**src/bnr_defines.svh**
```systemverilog
// timing, width and reset constants of the byte-wide memory host port
`ifndef BNR_DEFINES_SVH
`define BNR_DEFINES_SVH

`define BNR_ADDR_W        13
`define BNR_DATA_W        8
`define BNR_SYNC_STAGES   2

// clock period and device times, each in its own unit
`define BNR_CLK_PERIOD_NS 40
`define BNR_T_PU_MS       10
`define BNR_T_CA_NS       70
`define BNR_T_ACC_NS      70
`define BNR_T_CW_NS       70
`define BNR_T_WP_NS       40
`define BNR_T_PC_NS       60
`define BNR_T_RC_NS       130

// least times round up to whole clock cycles
`define BNR_CEIL_CYC(ns) (((ns) + `BNR_CLK_PERIOD_NS - 1) / `BNR_CLK_PERIOD_NS)
`define BNR_MAX(a, b) (((a) > (b)) ? (a) : (b))

`define BNR_PU_CYC \
  ((`BNR_T_PU_MS * 1000000 + `BNR_CLK_PERIOD_NS - 1) / `BNR_CLK_PERIOD_NS)
`define BNR_ACC_CYC   `BNR_CEIL_CYC(`BNR_T_ACC_NS)
`define BNR_CA_CYC    `BNR_CEIL_CYC(`BNR_T_CA_NS)
`define BNR_CW_CYC    `BNR_CEIL_CYC(`BNR_T_CW_NS)
`define BNR_WP_CYC    `BNR_CEIL_CYC(`BNR_T_WP_NS)
`define BNR_PC_CYC    `BNR_CEIL_CYC(`BNR_T_PC_NS)
`define BNR_RC_CYC    `BNR_CEIL_CYC(`BNR_T_RC_NS)
// read: output register stage, access time, sync stages, one settle cycle
`define BNR_RD_LOW_CYC (`BNR_MAX(`BNR_ACC_CYC, `BNR_CA_CYC) \
  + `BNR_SYNC_STAGES + 2)
// write: one cycle with strobe high, then strobe low
`define BNR_WR_LOW_CYC `BNR_MAX(`BNR_MAX(`BNR_CW_CYC, `BNR_CA_CYC), \
  `BNR_WP_CYC + 1)
`define BNR_RD_PRE_CYC `BNR_MAX(`BNR_PC_CYC, `BNR_RC_CYC - `BNR_RD_LOW_CYC)
`define BNR_WR_PRE_CYC `BNR_MAX(`BNR_PC_CYC, `BNR_RC_CYC - `BNR_WR_LOW_CYC)

// pin levels after reset and sequencer counter width
`define BNR_STROBE_IDLE   1'b1
`define BNR_CNT_W         8

`endif

```
**src/bnr_pkg.sv**
```systemverilog
// types shared by the byte-wide memory host port
package bnr_pkg;

  typedef enum logic [1:0] {
    BNR_PWRUP  = 2'b00,
    BNR_IDLE   = 2'b01,
    BNR_ACTIVE = 2'b11,
    BNR_PRECHG = 2'b10
  } bnr_state_e;

  typedef logic [12:0] bnr_addr_t;
  typedef logic [7:0]  bnr_data_t;

endpackage

```
**src/bnr_pin_if.sv**
```systemverilog
// control bundle between the sequencer and the pin stage
`timescale 1ns/1ns
interface bnr_pin_if;
  import bnr_pkg::*;

  logic      chipSelN;
  logic      writeStrobeN;
  logic      outStrobeN;
  bnr_addr_t addr;
  bnr_data_t wdata;
  logic      driveData;
  bnr_data_t rdataSync;

  modport core (
    output chipSelN,
    output writeStrobeN,
    output outStrobeN,
    output addr,
    output wdata,
    output driveData,
    input  rdataSync
  );

  modport pins (
    input  chipSelN,
    input  writeStrobeN,
    input  outStrobeN,
    input  addr,
    input  wdata,
    input  driveData,
    output rdataSync
  );
endinterface

```
**src/bnr_host.sv**
```systemverilog
// host sequencer for a byte-wide asynchronous nonvolatile memory port
//
// Notes on behaviour
// [RL1] the memory latches the address when chip select falls and starts a write at once if the write strobe is already low.
// [RL2] the output strobe only gates the memory's data drivers and never starts or ends a cycle.
// [RL3] whichever of chip select and write strobe falls last and rises first times a write, with no spacing needed between them.
// [RL4] the host waits at least 10 ms after power is good before its first access.
// [RL5] chip select stays low at least 70 ns in every cycle.
// [RL6] read data is valid on the bus at most 70 ns after chip select falls.
// [RL7] read data is driven at most 12 ns after the output strobe falls with chip select low and write strobe high.
// [RL8] the memory floats the bus at most 15 ns after output strobe or chip select rises.
// [RL9] the memory floats its outputs within 15 ns of the write strobe falling and drives again no sooner than 10 ns after it rises.
// [RL10] a strobe-timed write keeps the write strobe low at least 40 ns.
// [RL11] at least 70 ns pass from chip select falling to the write strobe rising.
// [RL12] power may go as soon as the last write strobe has risen.
// [RL13] chip select stays high at least 60 ns between cycles and each cycle lasts at least 130 ns.
// [RL14] with chip select high the memory ignores the write strobe and keeps its outputs floating.
`timescale 1ns/1ns
`include "bnr_defines.svh"
module bnr_host
  import bnr_pkg::*;
#(
  parameter int unsigned PWRUP_CYC = `BNR_PU_CYC
)
(
  input  wire logic      core_clk,
  input  wire logic      rst_b,
  input  wire logic      reqValid,
  output logic           reqReady,
  input  wire logic      reqWrite,
  input  wire bnr_addr_t reqAddr,
  input  wire bnr_data_t reqWdata,
  output logic           rspValid,
  output bnr_data_t      rspRdata,
  output logic           powerReady,
  output logic           memChipSelN,
  output logic           memWriteStrobeN,
  output logic           memOutStrobeN,
  output bnr_addr_t      memAddr,
  output bnr_data_t      memDataOut,
  output logic           memDataOe,
  input  wire bnr_data_t memDataIn
);

  localparam logic [`BNR_CNT_W-1:0] RD_LOW_END =
    `BNR_CNT_W'(`BNR_RD_LOW_CYC - 1);
  localparam logic [`BNR_CNT_W-1:0] WR_LOW_END =
    `BNR_CNT_W'(`BNR_WR_LOW_CYC - 1);
  localparam logic [`BNR_CNT_W-1:0] RD_PRE_END =
    `BNR_CNT_W'(`BNR_RD_PRE_CYC - 1);
  localparam logic [`BNR_CNT_W-1:0] WR_PRE_END =
    `BNR_CNT_W'(`BNR_WR_PRE_CYC - 1);
  localparam logic [31:0] PU_END = 32'(PWRUP_CYC - 1);

  bnr_pin_if ctl ();

  bnr_state_e             state_r, state_nxt;
  logic [31:0]            puCnt_r, puCnt_nxt;
  logic [`BNR_CNT_W-1:0]  cnt_r, cnt_nxt;
  logic                   isWrite_r, isWrite_nxt;
  logic                   ceN_r, ceN_nxt;
  logic                   weN_r, weN_nxt;
  logic                   oeN_r, oeN_nxt;
  logic                   drive_r, drive_nxt;
  bnr_addr_t              addr_r, addr_nxt;
  bnr_data_t              wdata_r, wdata_nxt;
  logic                   rspValid_r, rspValid_nxt;
  bnr_data_t              rdata_r, rdata_nxt;

  // ---------------------------------------------------------------
  // sequencer
  // ---------------------------------------------------------------
  always_comb begin
    state_nxt    = state_r;
    puCnt_nxt    = puCnt_r;
    cnt_nxt      = cnt_r;
    isWrite_nxt  = isWrite_r;
    ceN_nxt      = ceN_r;
    weN_nxt      = weN_r;
    oeN_nxt      = oeN_r;
    drive_nxt    = drive_r;
    addr_nxt     = addr_r;
    wdata_nxt    = wdata_r;
    rspValid_nxt = 1'b0;
    rdata_nxt    = rdata_r;
    case (state_r)
      BNR_PWRUP: begin
        // no access until the power-up wait has run out
        if (puCnt_r >= PU_END) begin // RL4
          state_nxt = BNR_IDLE;
        end else begin
          puCnt_nxt = puCnt_r + 32'h1;
        end
      end
      BNR_IDLE: begin
        if (reqValid) begin
          // address is set up with the chip select fall
          state_nxt   = BNR_ACTIVE; // RL1
          cnt_nxt     = 8'h00;
          isWrite_nxt = reqWrite;
          addr_nxt    = reqAddr;
          wdata_nxt   = reqWdata;
          ceN_nxt     = 1'b0;
          weN_nxt     = 1'b1;
          // reads open the drivers; writes keep them shut
          oeN_nxt     = reqWrite; // RL2
          drive_nxt   = reqWrite;
        end
      end
      BNR_ACTIVE: begin
        cnt_nxt = cnt_r + 8'h01;
        if (isWrite_r) begin
          // strobe falls after select, so the strobe times the write
          if (cnt_r == 8'h00) begin
            weN_nxt = 1'b0; // RL3
          end
          // select and strobe rise together after both minimums
          if (cnt_r == WR_LOW_END) begin // RL5 RL10 RL11
            state_nxt = BNR_PRECHG;
            cnt_nxt   = 8'h00;
            ceN_nxt   = 1'b1;
            weN_nxt   = 1'b1; // RL12
            drive_nxt = 1'b0;
          end
        end else if (cnt_r == RD_LOW_END) begin // RL5 RL6 RL7
          // synchronised data was sampled while select was low
          state_nxt    = BNR_PRECHG;
          cnt_nxt      = 8'h00;
          ceN_nxt      = 1'b1;
          oeN_nxt      = 1'b1; // RL8
          rspValid_nxt = 1'b1;
          rdata_nxt    = ctl.rdataSync;
        end
      end
      BNR_PRECHG: begin
        cnt_nxt = cnt_r + 8'h01;
        // memory floats while select is high, so the next write may drive
        if ((isWrite_r && cnt_r == WR_PRE_END) ||
            (!isWrite_r && cnt_r == RD_PRE_END)) begin // RL13 RL14 RL9
          state_nxt = BNR_IDLE;
          cnt_nxt   = 8'h00;
        end
      end
      default: begin
        state_nxt = BNR_PWRUP;
        ceN_nxt   = 1'b1;
        weN_nxt   = 1'b1;
        oeN_nxt   = 1'b1;
        drive_nxt = 1'b0;
      end
    endcase
  end

  always_ff @(posedge core_clk or negedge rst_b) begin
    if (!rst_b) begin
      state_r    <= BNR_PWRUP;
      puCnt_r    <= 32'h0;
      cnt_r      <= 8'h00;
      isWrite_r  <= 1'b0;
      ceN_r      <= `BNR_STROBE_IDLE;
      weN_r      <= `BNR_STROBE_IDLE;
      oeN_r      <= `BNR_STROBE_IDLE;
      drive_r    <= 1'b0;
      addr_r     <= 13'h0000;
      wdata_r    <= 8'h00;
      rspValid_r <= 1'b0;
      rdata_r    <= 8'h00;
    end else begin
      state_r    <= state_nxt;
      puCnt_r    <= puCnt_nxt;
      cnt_r      <= cnt_nxt;
      isWrite_r  <= isWrite_nxt;
      ceN_r      <= ceN_nxt;
      weN_r      <= weN_nxt;
      oeN_r      <= oeN_nxt;
      drive_r    <= drive_nxt;
      addr_r     <= addr_nxt;
      wdata_r    <= wdata_nxt;
      rspValid_r <= rspValid_nxt;
      rdata_r    <= rdata_nxt;
    end
  end

  // ---------------------------------------------------------------
  // outputs
  // ---------------------------------------------------------------
  assign reqReady   = (state_r == BNR_IDLE);
  assign powerReady = (state_r != BNR_PWRUP);
  assign rspValid   = rspValid_r;
  assign rspRdata   = rdata_r;

  assign ctl.chipSelN     = ceN_r;
  assign ctl.writeStrobeN = weN_r;
  assign ctl.outStrobeN   = oeN_r;
  assign ctl.addr         = addr_r;
  assign ctl.wdata        = wdata_r;
  assign ctl.driveData    = drive_r;

  bnr_pin_io u_pins (
    .core_clk        (core_clk),
    .rst_b           (rst_b),
    .ctl             (ctl.pins),
    .memChipSelN     (memChipSelN),
    .memWriteStrobeN (memWriteStrobeN),
    .memOutStrobeN   (memOutStrobeN),
    .memAddr         (memAddr),
    .memDataOut      (memDataOut),
    .memDataOe       (memDataOe),
    .memDataIn       (memDataIn)
  );

endmodule

```
**src/bnr_pin_io.sv**
```systemverilog
// pin stage: output registers toward the memory and data input synchroniser
`timescale 1ns/1ns
`include "bnr_defines.svh"
module bnr_pin_io
  import bnr_pkg::*;
(
  input  wire logic      core_clk,
  input  wire logic      rst_b,
  bnr_pin_if.pins        ctl,
  output logic           memChipSelN,
  output logic           memWriteStrobeN,
  output logic           memOutStrobeN,
  output bnr_addr_t      memAddr,
  output bnr_data_t      memDataOut,
  output logic           memDataOe,
  input  wire bnr_data_t memDataIn
);

  bnr_data_t syncStage_r [`BNR_SYNC_STAGES];
  bnr_data_t syncStage_nxt [`BNR_SYNC_STAGES];

  // ---------------------------------------------------------------
  // data input synchroniser
  // ---------------------------------------------------------------
  always_comb begin
    syncStage_nxt[0] = memDataIn;
  end

  genvar gi;
  generate
    for (gi = 1; gi < `BNR_SYNC_STAGES; gi++) begin : g_sync
      always_comb begin
        syncStage_nxt[gi] = syncStage_r[gi-1];
      end
    end
  endgenerate

  always_ff @(posedge core_clk or negedge rst_b) begin
    if (!rst_b) begin
      for (int i = 0; i < `BNR_SYNC_STAGES; i++) begin
        syncStage_r[i] <= 8'h00;
      end
    end else begin
      for (int i = 0; i < `BNR_SYNC_STAGES; i++) begin
        syncStage_r[i] <= syncStage_nxt[i];
      end
    end
  end

  assign ctl.rdataSync = syncStage_r[`BNR_SYNC_STAGES-1];

  // ---------------------------------------------------------------
  // output registers
  // ---------------------------------------------------------------
  always_ff @(posedge core_clk or negedge rst_b) begin
    if (!rst_b) begin
      memChipSelN     <= `BNR_STROBE_IDLE;
      memWriteStrobeN <= `BNR_STROBE_IDLE;
      memOutStrobeN   <= `BNR_STROBE_IDLE;
      memAddr         <= 13'h0000;
      memDataOut      <= 8'h00;
      memDataOe       <= 1'b0;
    end else begin
      memChipSelN     <= ctl.chipSelN;
      memWriteStrobeN <= ctl.writeStrobeN;
      memOutStrobeN   <= ctl.outStrobeN;
      memAddr         <= ctl.addr;
      memDataOut      <= ctl.wdata;
      memDataOe       <= ctl.driveData;
    end
  end

endmodule

```
**config.mk**
```make
export PLATFORM = sky130hd
export DESIGN_NAME = bnr_host
export DESIGN_NICKNAME = d
export VERILOG_FILES = /design/src/bnr_pkg.sv /design/src/bnr_pin_if.sv /design/src/bnr_host.sv /design/src/bnr_pin_io.sv
export VERILOG_INCLUDE_DIRS = /design/src
export SDC_FILE = /design/constraint.sdc
export NUM_CORES = 1
export LEC_CHECK = 0
export ABC_AREA = 1
export BUFFER_PORTS_ARGS = -buffer_cell sky130_fd_sc_hd__buf_2
export CORE_MARGIN = 1.5
export CORE_UTILIZATION = 35
export CTS_BUF_LIST = sky130_fd_sc_hd__clkbuf_4
export DETAILED_ROUTE_END_ITERATION = 8
export HOLD_SLACK_MARGIN = 0.05
export SLEW_MARGIN = 30
export SYNTH_ARGS = -nofsm -noshare
export SYNTH_HDL_FRONTEND = slang
export SYNTH_SLANG_ARGS = --single-unit
```
**constraint.sdc**
```tcl
create_clock -name core_clk -period 1.92 [get_ports core_clk]
set_input_delay 0.288 -clock core_clk [delete_from_list [all_inputs] [get_ports core_clk]]
set_output_delay 0.288 -clock core_clk [all_outputs]
set_load 0.005 [all_outputs]
```
==> results.md <==
* Largest Register: puCnt_r
* Number of flip-flops in the largest register at 32
* Via density at 4.328
* Slew headroom at 73.84%
* Drc violations at 0
* Worst R2R Start: puCnt_r[0]
* Comb pwr share at 24.6%
* # nets final at 609
* Worst-path clk slew at 0.12 ns
* Diode count at 0
* Synth async-reset ratio at 100.0%
* DR iter-0 viols at 178
* EDFF count, synth at 0
* Post-route setup slack at 0.2511 ns
* Clock sink count at 118
* Total global-route track usage at 14.30%
* Ys flop type: dfrtp_1
* Initial Utilization at 36.00%
* Top-level I/O count at 69
* Initial antenna violation count at 0
* Register bit count reported by yosys at 118
* Count leader, synth: nand2_1
* Via Count at 3276
* Kind of critical path: reg -> reg
* Met3 Usage GRT at 4.634%
* Switching power total at 2388 uW
* Fmax at 0.5992 GHz
* Final cell count without fillers at 757
* Share of cells above drive strength 1 at 21.88%
* Share of the cycle needed by the critical path after routing at 86.92%
* Slew @ Worst Pin at 0.3909 ns
* Average cell area after synthesis at 9.748 um2
* Post-placement cell count at 694
* TritonRoute pass-1 iters at 6
* Final core utilization at 44.93%
* Critical path arrival at 2.09 ns
* R2r worst-path depth at 10
* Largest area contributor in the netlist: dfrtp_1
* Register area share after synthesis at 64.89%
* Synth Cell Area at 4562 um2
* P&R area growth vs syn at 24.79%
* H-tree depth at 4
* Worst Path Max Fanout at 22
* First-pass GRT wire length at 15100 um
* GRT met1 Usage at 17.61%
* Drt wl/cell at 11.96 um
* Row cnt at 41
* Share of the synthesized area in the top cell type at 61.44%
* CP max stage delay at 0.44 ns
* Post-Route WL at 9050 um
* Placer Congestion at 0.8689
* Worst VDD drop at 0.6234 mV
* Dpl ws at 0.2779 ns
* CTS Root Cell: clkbuf_4
* Clock latency on the worst-skew pair at 0.50 ns
* Area contributors post-synth: dfrtp_1, nand2_1, dfstp_2
* Fill count at 1208
* Dpl hpwl at 6258 um
* Total power at 7201 uW
* Worst path slowest cell: dfrtp_1
* Max-cap check violation count at 0
* Die Y at 117.2 um
* Crit end category: flop
* Biggest regs: puCnt_r x32, addr_r x13, u_pins.memAddr x13
* Met2 GRT Util at 23.72%
* Power per cell area at 1265 nW/um2
* Core area at 12670 um2
* Clock share of power at 26.2%
* Cell mode on critical path: nand2_1
* Startpoint types: flop
* Worst Path Buf+Inv at 1
* Largest delay share family, worst path: simple AND/OR/NAND/NOR gates
* Fin crit period at 1.669 ns
* Critical path required time at 2.34 ns
* CP cell instances: ha_1 -> nand3_2 -> nand3_1 -> nand2_1 -> nand2_1 -> nand2_1 -> nand2_2 -> inv_4 -> nand2_1 -> o21ai_2
* Grt peak-use layer: met2
* TritonCTS Buffers at 17
* IO buf count at 68
* Power Internal at 4814 uW
* Syn_nets at 505
* Critical Path Stages at 10
* CTS tree: yes
* HP Class: in -> async
* Crit. Startpoint: puCnt_r[0]
* Setup-failing EPs final at 0
* Switching Fraction at 33.16%
* Chip width at 117.2 um
* Number of global-route vias before repair at 3270
* GRT overflow at 0
* RSZ-0062 raised after global routing: false
* Ys Warns at 0
* Slew Limit Fails at 0
* Unique masters post-synth at 29
* Flop pwr share at 49.2%
* CTS max path bufs at 2
* TNS Setup at 0 ns
* Hold Vio Cnt, Final at 0
* Skew final at 0.01956 ns
* Final ANT Viol Nets at 0
* Leakage at 0.002885 uW
* Commonest cells post-synth: nand2_1, dfrtp_1, nor2_1, inv_1, nand3_1
* Die Area at 13730 um2
* Largest net degree at the start of global routing at 42
* Post-CTS Resized at 0
* Status: finished clean
* Post-Syn Instances at 468
[final timing paths]
| kind | slack (ns) | end |
|---|---|---|
| max in group asynchronous | 1.13 | u_pins.memOutStrobeN |
| max | 0.25 | puCnt_r[9] |
| min in group core_clk | 0.22 | cnt_r[2] |
| min reg2reg | 0.36 | u_pins.ctl.rdataSync[3] |
| min | 0.22 | puCnt_r[0] |
| max reg2reg | 0.25 | puCnt_r[9] |
[metal layers]
layer	up-vias	share of wire, %
met1	1550	44
li1	1652	-
met5	-	0
met3	8	4.3
met4	0	1.3
met2	66	50
[power groups by stage]
stage | registers [uW] | clock network (uW) | logic [uW]
after floorplan | 3570 | 0 | 1060
after global placement | 3580 | 0 | 1700
after detailed placement | 3600 | 0 | 1740
after CTS | 3550 | 1950 | 1800
after global routing | 3630 | 2080 | 2050
final | 3540 | 1890 | 1770
[kinds of logic (layout without fill, tap and decap cells)]
logic type / Yosys count / after routing / synth area share (%)
XOR/XNOR: 16 / 16 / 3.072
AND/OR/NAND/NOR: 243 / 243 / 21.56
adder cells (fa/ha/maj): 4 / 4 / 1.097
flip-flops: 118 / 118 / 64.89
buffers and inverters: 57 / 174 / 5.458
AO/OA/AOI/OAI: 30 / 30 / 3.922
[what timing repair did]
item,CTS,global route
hold buffers,31,0
buffers inserted,0,0
hold endpoints to repair,147,0
[per-stage QoR]
step                area, um2  hold slack, ns
floorplan                4562       -0.007591
global placement         5077          0.1956
detailed placement       5077          0.1972
CTS                      5693          0.1640
global route             5693          0.1514
finish                   5693          0.2178
[cells in the final DEF, fill, tap and decap left out]
cell type	n
ha_1	4
clkbuf_4	17
nand4_1	3
xnor2_1	3
o21ai_1	4
clkinv_1	2
nor2_2	2
dlygate4sd3_1	31
dfstp_2	6
inv_4	1
a21oi_1	2
bufinv_16	3
inv_1	33
o211ai_1	1
buf_12	1
nand2_1	170
nand2_2	2
nor2_1	39
o22ai_1	1
nand3_2	3
inv_2	1
o21ai_0	15
nor3_2	1
o21ai_2	6
clkinv_4	3
inv_6	3
nand3_1	18
clkinvlp_4	3
xor2_1	13
buf_4	8
o21bai_1	1
dfrtp_1	112
buf_2	67
clkinv_2	1
nor3_1	5
[cell type report]
type	instances	area, um2	share of cell area, %
tap	172	215.2	3.780
timing repair buffer	107	725.7	12.75
clock inverter	15	177.7	3.121
clock buffer	17	127.6	2.242
inverter	35	133.9	2.352
multi-input combinational	293	1353	23.76
sequential	118	2960	52.00
Note: power is estimated with default switching activity, not from simulation.
